$ cat src/core/bfm_pkg.sv
package bfm_pkg;

  localparam int NUM_GRP = 8;
  localparam int NUM_OUT = 4;

  localparam logic [7:0] OFS_CTRL = 8'h00;
  localparam logic [7:0] OFS_MASK = 8'h04;
  localparam logic [7:0] OFS_STAT = 8'h08;
  localparam logic [7:0] OFS_CNT_A = 8'h0C;
  localparam logic [7:0] OFS_CNT_B = 8'h10;
  localparam logic [7:0] OFS_PREF = 8'h14;
  localparam logic [7:0] OFS_GRP = 8'h40;
  localparam int GRP_IDX_LSB = 3;
  localparam int GRP_WORD_BIT = 2;

  localparam int CLK_NS = 20;
  localparam int MS_NS = 1000000;
  localparam int TICK_MS = 5;
  localparam int PREF_MS = 20;
  localparam int MS_CYC = MS_NS / CLK_NS;
  localparam int TICK_CYC = TICK_MS * MS_CYC;
  localparam int PREF_TAPS = PREF_MS / TICK_MS;
  localparam int HIST_LEN = 2 * PREF_TAPS - 1;
  localparam int RESET_PCT = 97;
  localparam int FULL_PCT = 100;

  localparam logic [2:0] NM_ON = 3'h1, NM_BLK = 3'h2, NM_TEST = 3'h3, NM_TBLK = 3'h4, NM_OFF = 3'h5;
  localparam logic [2:0] FS_NORMAL = 3'h0, FS_START = 3'h1, FS_RETRIP = 3'h2, FS_FAIL = 3'h3,
                         FS_BLOCKED = 3'h4;
  localparam logic [1:0] RS_NONE = 2'h0, RS_ONE = 2'h1, RS_TWO = 2'h2, RS_CALC = 2'h3;
  localparam logic [3:0] AM_CUR = 4'h0, AM_DO = 4'h1, AM_SIG = 4'h2, AM_C_AND_D = 4'h3,
                         AM_C_OR_D = 4'h4, AM_C_OR_S = 4'h5, AM_C_AND_S = 4'h6, AM_S_AND_D = 4'h7,
                         AM_S_OR_D = 4'h8, AM_ANY = 4'h9, AM_ALL = 4'hA;

  typedef enum logic [1:0] {ST_IDLE, ST_RUN, ST_BLOCKED} bfm_state_type;

  typedef struct packed {
    logic [1:0] res_sel;
    logic       force_allow;
    logic       mode_allow;
    logic [2:0] force_st;
    logic [2:0] node_mode;
  } bfm_ctrl_type;

  typedef struct packed {
    logic       retrip_en;
    logic [3:0] act_mode;
    logic [9:0] fail_ticks;
    logic [9:0] retrip_ticks;
  } bfm_tim_type;

  typedef struct packed {
    logic [15:0] phase_a_rms;
    logic [15:0] phase_b_rms;
    logic [15:0] phase_c_rms;
    logic [15:0] residual_one_rms;
    logic [15:0] residual_two_rms;
    logic [15:0] computed_residual;
  } bfm_meas_type;

  typedef struct packed {
    logic start;
    logic retrip;
    logic failure_active_output;
    logic blocked;
  } bfm_out_type;

  typedef struct packed {
    logic        valid;
    logic        is_on;
    logic [1:0]  sig;
    logic [31:0] stamp;
  } bfm_event_type;

  localparam bfm_ctrl_type CTRL_RST = '{res_sel: RS_NONE, force_allow: 1'b0, mode_allow: 1'b0,
                                        force_st: FS_NORMAL, node_mode: NM_ON};
  localparam logic [31:0] MASK_RST = 32'h0000_0000;
  localparam logic [31:0] THR_RST = 32'h0600_0100;
  localparam bfm_tim_type TIM_RST = '{retrip_en: 1'b1, act_mode: AM_CUR, fail_ticks: 10'h028,
                                      retrip_ticks: 10'h014};

endpackage : bfm_pkg

$ cat src/core/bfm_breaker_failure_supervision.sv
`timescale 1ns/1ns
`default_nettype none
// Summary of operation
// - Trigger by current, relay, signal, or combination.
// - Current mode evaluates three phases plus residual.
// - Signal mode accepts any masked binary signal.
// - Relay mode watches chosen relay control signals.
// - Eight setting groups from one common selector.
// - Group and blocking change parameters while running.
// - Retrip failing breaker, then backup failure output.
// - Outputs start, retrip, failure active, blocked.
// - ON/OFF output events stamped to one millisecond.
// - Resettable counters for all four outputs.
// - RMS inputs; residual source selectable among three.
// - Measurements evaluated on a five millisecond base.
// - Pre-fault average of 20 ms, 20 ms earlier.
// - Signal triggers count only in signal modes.
// - Relay triggers count only in relay modes.
// - General mode settings unaffected by group change.
// - Node mode On/Blocked/Test/TestBlocked/Off, gated globally.
// - Forced status Normal/Start/Retrip/Failure/Blocked, gated globally.
// - Pick-up above threshold, release at 97 percent.
// - Blocking at pick-up gives blocked, not start.
// - Operating mode combines sources by AND/OR.
// - One pick-up starts retrip and failure timers.
module bfm_breaker_failure_supervision #(
  parameter int TICK_CYC = bfm_pkg::TICK_CYC,
  parameter int MS_CYC   = bfm_pkg::MS_CYC
) (
  input  wire logic                   hclk,
  input  wire logic                   hresetn,
  input  wire logic                   hsel,
  input  wire logic [31:0]            haddr,
  input  wire logic [1:0]             htrans,
  input  wire logic                   hwrite,
  input  wire logic [2:0]             hsize,
  input  wire logic [31:0]            hwdata,
  input  wire logic                   hready,
  output logic                        hreadyout,
  output logic                        hresp,
  output logic [31:0]                 hrdata,
  input  wire bfm_pkg::bfm_meas_type  meas_in,
  input  wire logic [15:0]            output_relay_monitor_in,
  input  wire logic [15:0]            digital_input_monitor_in,
  input  wire logic                   block_in,
  input  wire logic [2:0]             group_sel_in,
  output bfm_pkg::bfm_out_type        outs,
  output bfm_pkg::bfm_event_type      event_out
);

  bfm_pkg::bfm_ctrl_type  ctrl_q;
  bfm_pkg::bfm_tim_type   tim_q [bfm_pkg::NUM_GRP];
  bfm_pkg::bfm_tim_type   tim;
  bfm_pkg::bfm_state_type state_q;
  bfm_pkg::bfm_out_type   out_d;
  logic [31:0]            mask_q;
  logic [31:0]            thr_q [bfm_pkg::NUM_GRP];
  logic [2:0]             gsel_q;
  logic                   a_wr_q;
  logic [7:0]             a_addr_q;
  logic                   map_ok;
  logic [31:0]            rd_word;
  logic [31:0]            tick_cnt_q;
  logic [31:0]            ms_cnt_q;
  logic [31:0]            ms_stamp_q;
  logic                   tick_q;
  logic                   cur_q;
  logic                   cur_hit;
  logic                   do_hit;
  logic                   sig_hit;
  logic                   trig;
  logic [15:0]            res_mag;
  logic [2:0]             mode_eff;
  logic                   blk;
  logic                   off;
  logic                   force_on;
  logic [9:0]             timer_q;
  logic [15:0]            cnt_q [bfm_pkg::NUM_OUT];
  logic                   clr_a;
  logic                   clr_b;
  logic [3:0]             ov_d;
  logic [3:0]             ov_q;
  logic [7:0]             pend_q;
  logic [7:0]             pend_sel;
  logic [2:0]             pend_idx;
  logic [15:0]            hist_q [bfm_pkg::HIST_LEN];
  logic [15:0]            pref_q;
  logic [15:0]            pref_avg;
  logic [15:0]            mag_now;

  function automatic logic grp_hit(input logic [7:0] a);
    grp_hit = a >= bfm_pkg::OFS_GRP;
  endfunction : grp_hit

  function automatic logic above(input logic [15:0] c, input logic [15:0] t, input logic held);
    if (held)
    begin
      above = 24'(c) * 24'(bfm_pkg::FULL_PCT) >= 24'(t) * 24'(bfm_pkg::RESET_PCT);
    end
    else
    begin
      above = c > t;
    end
  endfunction : above

  function automatic logic [15:0] max2(input logic [15:0] a, input logic [15:0] b);
    max2 = (a > b) ? a : b;
  endfunction : max2

  function automatic logic act(input logic [3:0] m, input logic c, input logic d, input logic s);
    case (m)
      bfm_pkg::AM_CUR:     act = c;
      bfm_pkg::AM_DO:      act = d;
      bfm_pkg::AM_SIG:     act = s;
      bfm_pkg::AM_C_AND_D: act = c & d;
      bfm_pkg::AM_C_OR_D:  act = c | d;
      bfm_pkg::AM_C_OR_S:  act = c | s;
      bfm_pkg::AM_C_AND_S: act = c & s;
      bfm_pkg::AM_S_AND_D: act = s & d;
      bfm_pkg::AM_S_OR_D:  act = s | d;
      bfm_pkg::AM_ANY:     act = c | d | s;
      bfm_pkg::AM_ALL:     act = c & d & s;
      default:             act = 1'b0;
    endcase
  endfunction : act

  ////////////////////////////////////////////////////////////////////////////////////////////////
  // Bus slave. Zero wait states; a write lands at the end of its data phase.

  assign map_ok = hsel && htrans[1] && hready && (haddr[31:8] == 24'h00_0000) && (haddr[1:0] == 2'h0);
  assign clr_a  = a_wr_q && (a_addr_q == bfm_pkg::OFS_CNT_A);
  assign clr_b  = a_wr_q && (a_addr_q == bfm_pkg::OFS_CNT_B);

  always_ff @(posedge hclk or negedge hresetn)
  begin
    if (!hresetn)
    begin
      a_wr_q    <= 1'b0;
      a_addr_q  <= 8'h00;
      hreadyout <= 1'b1;
      hresp     <= 1'b0;
      hrdata    <= 32'h0000_0000;
    end
    else
    begin
      a_wr_q    <= map_ok && hwrite;
      a_addr_q  <= haddr[7:0];
      hreadyout <= 1'b1;
      hresp     <= 1'b0;
      hrdata    <= (map_ok && !hwrite) ? rd_word : 32'h0000_0000;
    end
  end

  always_comb
  begin
    rd_word = 32'h0000_0000;
    if (haddr[7:0] == bfm_pkg::OFS_CTRL)
      rd_word = {22'h00_0000, ctrl_q};
    else if (haddr[7:0] == bfm_pkg::OFS_MASK)
      rd_word = mask_q;
    else if (haddr[7:0] == bfm_pkg::OFS_STAT)
      rd_word = {6'h00, timer_q, 4'h0, gsel_q, cur_q, 2'h0, state_q, outs};
    else if (haddr[7:0] == bfm_pkg::OFS_CNT_A)
      rd_word = {cnt_q[3], cnt_q[2]};
    else if (haddr[7:0] == bfm_pkg::OFS_CNT_B)
      rd_word = {cnt_q[1], cnt_q[0]};
    else if (haddr[7:0] == bfm_pkg::OFS_PREF)
      rd_word = {16'h0000, pref_q};
    else if (grp_hit(haddr[7:0]))
      rd_word = haddr[bfm_pkg::GRP_WORD_BIT] ? {7'h00, tim_q[haddr[5:3]]} : thr_q[haddr[5:3]];
  end

  // General settings live outside the groups so a group switch never touches them.
  always_ff @(posedge hclk or negedge hresetn)
  begin
    if (!hresetn)
    begin
      ctrl_q <= bfm_pkg::CTRL_RST;
      mask_q <= bfm_pkg::MASK_RST;
    end
    else if (a_wr_q && a_addr_q == bfm_pkg::OFS_CTRL)
      ctrl_q <= hwdata[9:0];
    else if (a_wr_q && a_addr_q == bfm_pkg::OFS_MASK)
      mask_q <= hwdata;
  end

  for (genvar g = 0; g < bfm_pkg::NUM_GRP; g++)
  begin : g_grp
    always_ff @(posedge hclk or negedge hresetn)
    begin
      if (!hresetn)
      begin
        thr_q[g] <= bfm_pkg::THR_RST;
        tim_q[g] <= bfm_pkg::TIM_RST;
      end
      else if (a_wr_q && grp_hit(a_addr_q) && a_addr_q[5:3] == 3'(g))
      begin
        if (a_addr_q[bfm_pkg::GRP_WORD_BIT])
          tim_q[g] <= hwdata[24:0];
        else
          thr_q[g] <= hwdata;
      end
    end
  end

  ////////////////////////////////////////////////////////////////////////////////////////////////
  // Time bases.

  always_ff @(posedge hclk or negedge hresetn)
  begin
    if (!hresetn)
    begin
      tick_cnt_q <= 32'h0000_0000;
      tick_q     <= 1'b0;
    end
    else
    begin
      tick_q     <= tick_cnt_q == 32'(TICK_CYC - 1);
      tick_cnt_q <= (tick_cnt_q == 32'(TICK_CYC - 1)) ? 32'h0000_0000 : tick_cnt_q + 32'h1;
    end
  end

  always_ff @(posedge hclk or negedge hresetn)
  begin
    if (!hresetn)
    begin
      ms_cnt_q   <= 32'h0000_0000;
      ms_stamp_q <= 32'h0000_0000;
    end
    else if (ms_cnt_q == 32'(MS_CYC - 1))
    begin
      ms_cnt_q   <= 32'h0000_0000;
      ms_stamp_q <= ms_stamp_q + 32'h1;
    end
    else
      ms_cnt_q <= ms_cnt_q + 32'h1;
  end

  ////////////////////////////////////////////////////////////////////////////////////////////////
  // Pick-up. The live group is read every tick, so a group switch retunes a running supervision.

  assign tim = tim_q[gsel_q];

  always_comb
  begin
    case (ctrl_q.res_sel)
      bfm_pkg::RS_ONE:  res_mag = meas_in.residual_one_rms;
      bfm_pkg::RS_TWO:  res_mag = meas_in.residual_two_rms;
      bfm_pkg::RS_CALC: res_mag = meas_in.computed_residual;
      default:          res_mag = 16'h0000;
    endcase
  end

  assign cur_hit = above(meas_in.phase_a_rms, thr_q[gsel_q][15:0], cur_q)
                 | above(meas_in.phase_b_rms, thr_q[gsel_q][15:0], cur_q)
                 | above(meas_in.phase_c_rms, thr_q[gsel_q][15:0], cur_q)
                 | ((ctrl_q.res_sel != bfm_pkg::RS_NONE) && above(res_mag, thr_q[gsel_q][31:16], cur_q));
  assign sig_hit = |(digital_input_monitor_in & mask_q[15:0]);
  assign do_hit  = |(output_relay_monitor_in & mask_q[31:16]);
  assign trig    = act(tim.act_mode, cur_hit, do_hit, sig_hit);

  assign mode_eff = ctrl_q.mode_allow ? ctrl_q.node_mode : bfm_pkg::NM_ON;
  assign off      = mode_eff == bfm_pkg::NM_OFF;
  assign blk      = block_in || mode_eff == bfm_pkg::NM_BLK || mode_eff == bfm_pkg::NM_TBLK;
  assign force_on = ctrl_q.force_allow && ctrl_q.force_st != bfm_pkg::FS_NORMAL;

  always_ff @(posedge hclk or negedge hresetn)
  begin
    if (!hresetn)
    begin
      gsel_q <= 3'h0;
      cur_q  <= 1'b0;
    end
    else
    begin
      gsel_q <= group_sel_in;
      if (tick_q)
        cur_q <= cur_hit && !off;
    end
  end

  ////////////////////////////////////////////////////////////////////////////////////////////////
  // Supervision sequence. Blocking is sampled only on the tick, at the head of each cycle.

  always_ff @(posedge hclk or negedge hresetn)
  begin
    if (!hresetn)
    begin
      state_q <= bfm_pkg::ST_IDLE;
      timer_q <= 10'h000;
    end
    else if (tick_q)
    begin
      case (state_q)
        bfm_pkg::ST_IDLE:
        begin
          timer_q <= 10'h000;
          if (trig && !off)
            state_q <= blk ? bfm_pkg::ST_BLOCKED : bfm_pkg::ST_RUN;
        end
        bfm_pkg::ST_RUN:
        begin
          if (!trig || off)
            state_q <= bfm_pkg::ST_IDLE;
          else if (blk)
            state_q <= bfm_pkg::ST_BLOCKED;
          else if (timer_q != 10'h3FF)
            timer_q <= timer_q + 10'h001;
        end
        default:
        begin
          timer_q <= 10'h000;
          if (!trig || off)
            state_q <= bfm_pkg::ST_IDLE;
        end
      endcase
    end
  end

  always_comb
  begin
    out_d = '0;
    out_d.start                 = state_q == bfm_pkg::ST_RUN;
    out_d.retrip                = out_d.start && tim.retrip_en && timer_q >= tim.retrip_ticks;
    out_d.failure_active_output = out_d.start && timer_q >= tim.fail_ticks;
    out_d.blocked               = state_q == bfm_pkg::ST_BLOCKED;
    if (force_on)
    begin
      out_d = '0;
      case (ctrl_q.force_st)
        bfm_pkg::FS_START:  out_d.start = 1'b1;
        bfm_pkg::FS_RETRIP: out_d.retrip = 1'b1;
        bfm_pkg::FS_FAIL:   out_d.failure_active_output = 1'b1;
        default:            out_d.blocked = 1'b1;
      endcase
    end
  end

  assign ov_d = out_d;
  assign ov_q = outs;

  always_ff @(posedge hclk or negedge hresetn)
  begin
    if (!hresetn)
      outs <= '0;
    else
      outs <= out_d;
  end

  ////////////////////////////////////////////////////////////////////////////////////////////////
  // Counters, events and pre-fault history.

  for (genvar k = 0; k < bfm_pkg::NUM_OUT; k++)
  begin : g_cnt
    always_ff @(posedge hclk or negedge hresetn)
    begin
      if (!hresetn)
        cnt_q[k] <= 16'h0000;
      else if (ov_d[k] && !ov_q[k])
        cnt_q[k] <= cnt_q[k] + 16'h0001;
      else if ((k >= 2) ? clr_a : clr_b)
        cnt_q[k] <= 16'h0000;
    end
  end

  always_comb
  begin
    pend_idx = 3'h0;
    for (int i = 7; i >= 0; i--)
    begin
      if (pend_q[i])
        pend_idx = 3'(i);
    end
    pend_sel = (|pend_q) ? (8'h01 << pend_idx) : 8'h00;
  end

  // A new edge may arrive while the same bit drains; it is kept rather than lost.
  always_ff @(posedge hclk or negedge hresetn)
  begin
    if (!hresetn)
    begin
      pend_q    <= 8'h00;
      event_out <= '0;
    end
    else
    begin
      pend_q          <= (pend_q & ~pend_sel) | {ov_q & ~ov_d, ov_d & ~ov_q};
      event_out.valid <= |pend_q;
      event_out.is_on <= !pend_idx[2];
      event_out.sig   <= pend_idx[1:0];
      event_out.stamp <= ms_stamp_q;
    end
  end

  assign mag_now = max2(max2(meas_in.phase_a_rms, meas_in.phase_b_rms), max2(meas_in.phase_c_rms, res_mag));

  always_comb
  begin
    logic [17:0] sum;
    sum = 18'h00000;
    for (int i = bfm_pkg::PREF_TAPS - 1; i < bfm_pkg::HIST_LEN; i++)
      sum = sum + 18'(hist_q[i]);
    pref_avg = sum[17:2];
  end

  always_ff @(posedge hclk or negedge hresetn)
  begin
    if (!hresetn)
    begin
      for (int i = 0; i < bfm_pkg::HIST_LEN; i++)
        hist_q[i] <= 16'h0000;
      pref_q <= 16'h0000;
    end
    else if (tick_q)
    begin
      hist_q[0] <= mag_now;
      for (int i = 1; i < bfm_pkg::HIST_LEN; i++)
        hist_q[i] <= hist_q[i - 1];
      if (state_q == bfm_pkg::ST_IDLE && trig && !off && !blk)
        pref_q <= pref_avg;
    end
  end
endmodule : bfm_breaker_failure_supervision
`default_nettype wire

$ cat config.mk
export PLATFORM = sky130hd
export DESIGN_NAME = bfm_breaker_failure_supervision
export DESIGN_NICKNAME = d
export VERILOG_FILES = /design/src/core/bfm_pkg.sv /design/src/core/bfm_breaker_failure_supervision.sv
export SDC_FILE = /design/constraint.sdc
export NUM_CORES = 2
export LEC_CHECK = 0
export BUFFER_PORTS_ARGS = -buffer_cell sky130_fd_sc_hd__buf_2
export CORE_ASPECT_RATIO = 0.75
export CORE_MARGIN = 2
export CORE_UTILIZATION = 45
export CTS_CLUSTER_DIAMETER = 50
export DETAILED_ROUTE_END_ITERATION = 8
export PLACE_DENSITY_LB_ADDON = 0.1
export SYNTH_ARGS = -nofsm -noshare
export SYNTH_HDL_FRONTEND = slang
export SYNTH_SLANG_ARGS = --single-unit
$ cat constraint.sdc
create_clock -name hclk -period 6.8 [get_ports hclk]
set_input_delay 0.34 -clock hclk [delete_from_list [all_inputs] [get_ports hclk]]
set_output_delay 0.34 -clock hclk [all_outputs]
set_load 0.02 [all_outputs]
==> After elaboration in Yosys (flattened, before gate mapping) <==
Cells that the tools add are included.
{ "op_classes": {"eq_ne": 44, "n_lt_le_gt_ge": 17, "n_shift": 1, "n_reduce_logical": 83, "muxes": 63, "addsub": 11, "n_bitwise": 24, "mul": 6} }
{ "ops": {"columns": ["operator", "count"], "rows": [
  ["2-to-1 mux 32 bit", 15],
  ["binary-select mux 32 bit (select 3 bit)", 2],
  ["binary-select mux 25 bit (select 3 bit)", 2],
  ["2-to-1 mux 16 bit", 9],
  ["> comparator 16 bit", 7],
  ["2-to-1 mux 25 bit", 4],
  ["adder 32 x 1 -> 32 bit (second input constant)", 3],
  [">= comparator 23 bit", 4],
  ["multiplier 16 x 5 -> 21 bit (second input constant)", 4],
  ["adder 16 x 1 -> 16 bit (second input constant)", 4],
  ["case mux 16 bit (3 select lines)", 1],
  ["multiplier 16 x 7 -> 23 bit (second input constant)", 2],
  ["2-to-1 mux 10 bit", 4],
  ["AND reduction 2 bit", 18],
  ["logical AND 1 bit", 33],
  ["bitwise AND 16 bit", 2],
  ["== test 32 x 16 -> 1 bit (second input constant)", 1],
  ["== test 32 x 18 -> 1 bit (second input constant)", 1],
  ["OR reduction 16 bit", 2],
  ["2-to-1 mux 3 bit", 9],
  ["== test 8 x 4 -> 1 bit (second input constant)", 3],
  ["== test 8 x 5 -> 1 bit (second input constant)", 3],
  ["logical NOT 24 bit", 1],
  [">= comparator 10 bit", 2],
  ["46 further kinds", 113]
]} }
{ "totals": {"ff_bits": 892, "word_cells": 327, "input_bits": 206} }

==> Longest topological paths before layout <==
{ "depth": {"word_depth": 17, "depth_mapped": 35} }

==> Worst setup path before layout <==
OpenSTA, ideal clock, no wires.
{ "synth_timing": {"path_kind": "reg2reg", "startpoint": "reg gsel_q[0]", "endpoint": "reg pref_q[10]", "period_less_slack_ns": 7.457, "required_time_ns": 6.675, "t_arrival_ns": 7.332, "slack_ns": -0.657, "setup_ns": 0.125, "path_stages_with_launch": 30, "path_cell_list": "dfrtp_1 > buf_6 > buf_12 > buf_6 > buf_1 > mux4_2 > nand2_1 > and2_1 > inv_1 > ha_1 > ha_1 > ha_1 > inv_1 > fa_1 > inv_1 > ha_1 > nand2_1 > o31a_1 > o31ai_2 > xnor2_1 > ha_1 > a2111oi_0 > nand2_1 > o41a_1 > maj3_2 > a211oi_2 > nand4_4 > nand3_4 > buf_12 > mux2_4"} }
{ "synth_via": {"elab_chain_len": 17} }
{ "synth_lines": {"columns": ["item", "line", "rtl"], "rows": [
  ["start: declaration", "bfm_breaker_failure_supervision.sv:58", "logic [2:0] gsel_q;"],
  ["start signal: assignment", "bfm_breaker_failure_supervision.sv:276", "gsel_q <= group_sel_in;"],
  ["NOT 3 -> 4 bit (implied by the code) *", null, null],
  ["binary-select mux 32 bit (select 3 bit)", null, null],
  ["2-to-1 mux 32 bit (implied by the code) (2 in series)", "bfm_breaker_failure_supervision.sv:257", "| ((ctrl_q.res_sel != bfm_pkg::RS_NONE) && above(res_mag, thr_q[gsel_q][31:16], cur_q));"],
  ["multiplier 16 x 7 -> 23 bit", "bfm_breaker_failure_supervision.sv:98", "above = 24'(c) * 24'(bfm_pkg::FULL_PCT) >= 24'(t) * 24'(bfm_pkg::RESET_PCT);"],
  [">= comparator 23 bit", "bfm_breaker_failure_supervision.sv:98", null],
  ["2-to-1 mux 1 bit", "bfm_breaker_failure_supervision.sv:96", "if (held)"],
  ["OR 1 bit", "bfm_breaker_failure_supervision.sv:255", "| above(meas_in.phase_b_rms, thr_q[gsel_q][15:0], cur_q)"],
  ["OR 1 bit", "bfm_breaker_failure_supervision.sv:256", "| above(meas_in.phase_c_rms, thr_q[gsel_q][15:0], cur_q)"],
  ["OR 1 bit", "bfm_breaker_failure_supervision.sv:257", null],
  ["bitwise AND 1 bit or OR 1 bit (tied branches)", null, null],
  ["bitwise AND 1 bit or OR 1 bit (tied branches)", "bfm_breaker_failure_supervision.sv:122, bfm_breaker_failure_supervision.sv:121", null],
  ["case mux 1 bit (11 select lines) *", "bfm_breaker_failure_supervision.sv:111", "case (m)"],
  ["logical AND 1 bit * (3 in series)", "bfm_breaker_failure_supervision.sv:419", "if (state_q == bfm_pkg::ST_IDLE && trig && !off && !blk)"],
  ["AND reduction 2 bit (no line) *", null, null],
  ["end signal: assignment", "bfm_breaker_failure_supervision.sv:420", "pref_q <= pref_avg;"],
  ["end: declaration", "bfm_breaker_failure_supervision.sv:87", "logic [15:0] pref_q;"]
]} }
Mark *: on every way between the ends. The rest lies on a longest branch, timed or not. The select of a mux whose other input is x is not followed.
A chain may end at the register's enable or synchronous reset.

==> Final worst setup path <==
{ "layout_timing": {"startpoint": "reg gsel_q[0]", "endpoint": "reg pref_q[11]"} }
The elaborated chain is that of the path after synthesis.

==> impl_summary.md <==
Place
OpenSTA, run right after detailed placement, puts the worst setup slack at -0.581 ns. The placed wire-length estimate after detailed placement is 132000 um. Including well taps, the total number of placed cells is about 7200. During placement, the flow inserted port buffers numbering 273. At the end of routability-driven placement, the weighted congestion stood at 0.958.

Floorplanning
The die height is around 320 um. The die covers 134000 um2. The number of cell rows is approximately 120.

The I/O pin count is 280. The initial cell density of the core is between 40% and 50%. The die width is between 400 and 500 um.

In this run the standard cell core region covers between 100000 and 150000 um2.

Yosys
After synthesis, the cell types taking the most area are sky130_fd_sc_hd__dfrtp_1, sky130_fd_sc_hd__mux2_2, sky130_fd_sc_hd__ha_1. Of all cell types, the one taking the most synthesized area is sky130_fd_sc_hd__dfrtp_1. The flip-flop and latch count after synthesis is between 800 and 900. In this run the cell area of the synthesized design comes to a little under 60000 um2. The post-synthesis net count is roughly 6000. In the post-synthesis netlist, the cell with the most instances is sky130_fd_sc_hd__dfrtp_1. The share of synthesized flip-flops with an asynchronous set or reset is 100%. The register area share after synthesis is between 30% and 40%. The top cell type by area accounts for a little over a third of the synthesized area. The number of warnings printed during yosys synthesis is 0. The primary flip-flop cell chosen by synthesis mapping is sky130_fd_sc_hd__dfrtp_1.

After synthesis, the most frequently instantiated cells are sky130_fd_sc_hd__dfrtp_1, sky130_fd_sc_hd__mux2_2, sky130_fd_sc_hd__ha_1. The post-synthesis cell type count is 96. Counting every instance in the synthesized netlist gives slightly above 5000.

After synthesis, the mean cell area works out to roughly 12 um2. Yosys mapped a number of flops with a built-in enable equal to 0.

Critical path
The critical path required time is 7.40 ns. The library cell appearing most often on the critical path is sky130_fd_sc_hd__ha_4. The largest fanout on the critical path is 8. The worst setup path is launched from a register. The type of the worst setup path is reg -> reg.

The delay of the slowest cell on the worst path is 0.52 ns. On the critical path, the stage with the largest delay is an instance of sky130_fd_sc_hd__fa_1. The data arrival time of the worst path is 7.51 ns. The element type at the critical path end is a register.

Clock network
The clock tree from TritonCTS is built. The clock net in this run drives a total of 892 sinks. The clock insertion delay at the later pin of the skew report is approximately 0.75 ns. The clock passes through at most 3 buffers. The cell sitting at the root of the clock tree is a sky130_fd_sc_hd__clkbuf_16. The H-tree generated during clock tree synthesis spans 3 levels.

The CTS buffer count is approximately 100. Clock-pin slew was measured on the worst setup and hold paths at roughly 0.060 ns.

STA
For the pin with the worst max-slew slack, the measured transition is between 1 and 1.5 ns. For the finished layout, the period the worst path requires is around 6.9 ns. For the final database, setup skew stands at ~0.047 ns. The normalized max-slew margin is between 10% and 20%. Of the available clock period, the critical path in the final layout requires 102%. The max-slew violation count is 0. Setup repair after global routing could not meet its margin everywhere. The number of hold violations in the final report is 0.

Setup violations remaining at the end of the flow were counted as 20. Static timing analysis puts the maximum clock frequency at between 0.1 and 0.15 GHz. The final worst setup slack is -0.108 ns.

Power and ir drop
The power density over cell area is approximately 190 nW/um2. Of the total power, registers draw roughly two fifths. The clock share of power is between 40% and 50%. The worst ir drop on vdd is between 0.2 and 0.25 mV. The static power due to leakage is roughly 34 nW. The switching part of the total is 28.6%. Internal power comes to about 9.5 mW. The total power after layout is around 13 mW. Of the total power, combinational logic draws around 17%. In this run the power spent charging and discharging nets is roughly 3.8 mW.

Global route
Global routing consumed, on the met1 layer, 40.7% of the routing resources. For this run, global-route usage on met2 was measured as 40.8%. The total global routing track utilization is between 20% and 30%.

The layer with the highest usage is met2. Summed over all layers, the global routing overflow is 0. Global routing consumed, on the met3 layer, under 10% of the routing resources. The initial antenna violation count is 15. Entering global routing, the biggest net connects 158 pins.

The via count of the first global-routing pass is roughly 42000. The first global-routing pass estimated around 280000 um of wire.

Run status
The flow ran to the end, but the final reports show violations. The final reports fail on setup timing.

Drt
Detailed routing inserted a total of ~43000 vias. The per-cell routed wire length is roughly 24 um. The routed design has 183000 um of wire. The via density per instance is around 5.8. In this run, the number of DRC markers left after iteration 0 of detailed routing was between 3000 and 4000. The detail route stage leaves a number of antenna-violating nets equal to 0.

For this run, design rule violations remaining after detail routing come to 0. The pre-antenna-repair detailed-routing pass consisted of 6 iterations.

Cells and area
Cells with a size suffix above 1 make up 34.4% of the layout. The post-layout instance count excluding filler cells is 7487. The layout net count is about 6500. The filler cells instantiated in the layout total approximately 11000.

Measured on the finished design, the core utilization comes to 53.4%. The area growth from synthesis to final layout is 18.1%.

Hold path
The class of the tightest hold or removal check is in -> reg.

Flow run
Max-cap violations in this run came to 0.
## cell usage in the layout, fill, tap and decap left out, drive strengths merged, types with 24 or more instances in the layout
cell and count:
a21o 54, a21oi 198, a22o 28, a31oi 28
and2 45, and3 77, buf 620, clkbuf 144
clkinv 27, dfrtp 827, dfstp 65, fa 92
ha 585, inv 378, mux2 664, mux2i 118
mux4 225, nand2 288, nand2b 41, nand3 131
nand4 53, nor2 212, nor2b 42, nor3 45
nor4 24, o21a 29, o21ai 186, xnor2 132
xor2 61
## layout make-up
cell class	count	area (um2)	share of cell area, %
multi-input cells	3640	35800	51.3
repair buffers	635	4520	6.47
clock buffers	142	2840	4.07
clock inverters	53	683	0.978
diodes	2	5.00	0.00716
inverters	368	1400	2.00
flip-flops and latches	892	22400	32.1
well taps	1755	2200	3.14
## through the flow
stage                     hold slack, ns  TNS, ns  area [um2]
after global placement             0.379   -11.89       64700
after CTS                         0.0105    -1.27       69200
final                             0.0733    -1.49       69900
after floorplan                   0.0444        0       59400
after detailed placement           0.380   -13.33       64700
after global routing              0.0556    -7.52       69900
## sequential cells by signal, indices dropped and copies added, names as in the netlist, 2 cells and up
signal	cells
ms_cnt_q	32
thr_q	256
hist_q	112
gsel_q	3
tim_q	200
cnt_q	64
mask_q	32
pref_q	16
tick_cnt_q	32
a_addr_q	8
pend_q	8
outs	4
state_q	2
timer_q	10
ctrl_q	10
ms_stamp_q	32
event_out	36
hrdata	32
## what timing repair did
item,in CTS,in global routing
resized for setup,140,78
endpoints found under the setup margin,29,29
hold buffers,13,0
hold endpoints to repair,86,0
cloned,3,2
pin swaps,99,61
buffers inserted,22,9
## kinds of logic (layout without fill, tap and decap cells)
| family | Yosys count | in the layout | synth area share (%) |
|---|---|---|---|
| AND/OR/NAND/NOR | 1034 | 1035 | 8.66 |
| multiplexers | 1007 | 1007 | 23.3 |
| flip-flops | 892 | 892 | 37.9 |
| AO/OA/AOI/OAI | 725 | 725 | 7.94 |
| adder cells (fa/ha/maj) | 678 | 678 | 15.5 |
| buffers and inverters | 587 | 1198 | 3.82 |
| XOR/XNOR | 193 | 193 | 2.86 |
| other | 2 | 4 | 0.0127 |
## critical path: cells and delay by family (launching register included)
family / cells / cell delay (ns)
AOI/OAI and AO/OA: 9 / 1.62
adders and majority gates: 6 / 1.77
buffers and inverters: 7 / 0.87
DFF: 1 / 0.50
muxes: 2 / 0.82
and+or+nand+nor: 9 / 1.14
## final timing paths
| kind | startpoint | depth (start not counted) | slack (ns) | end |
|---|---|---|---|---|
| min | hwdata[27] | 2 | 0.07 | thr_q[251]$_DFFE_PN0P_ |
| max reg2reg | gsel_q[0]$_DFF_PN0_ | 33 | -0.11 | pref_q[11]$_DFFE_PN0P_ |
| max | gsel_q[0]$_DFF_PN0_ | 33 | -0.11 | pref_q[11]$_DFFE_PN0P_ |
| min reg2reg | ms_stamp_q[31]$_DFFE_PN0N_ | 0 | 0.41 | event_out[31]$_DFF_PN0_ |
| max in group asynchronous | hresetn | 4 | 4.97 | thr_q[125]$_DFFE_PN0P_ |
| min in group asynchronous | hresetn | 2 | 0.19 | event_out[25]$_DFF_PN0_ |
## routing by layer
metal  vias up  share of wire (%)
met4         8                2.6
li1      19769                  -
met2      1095                 44
met1     22171                 48
met5         -              0.026
met3       252                5.3
## power groups by stage
stage | sequential [mW] | combinational (mW) | clock (mW)
6_report | 5.32 | 2.24 | 5.77
5_1_grt | 5.32 | 2.49 | 6.12
4_1_cts | 5.32 | 2.17 | 5.88
3_5_place_dp | 5.42 | 2.11 | 0
3_3_place_gp | 5.42 | 2.08 | 0
2_1_floorplan | 5.41 | 1.32 | 0
(Power assumes the default switching activity.)
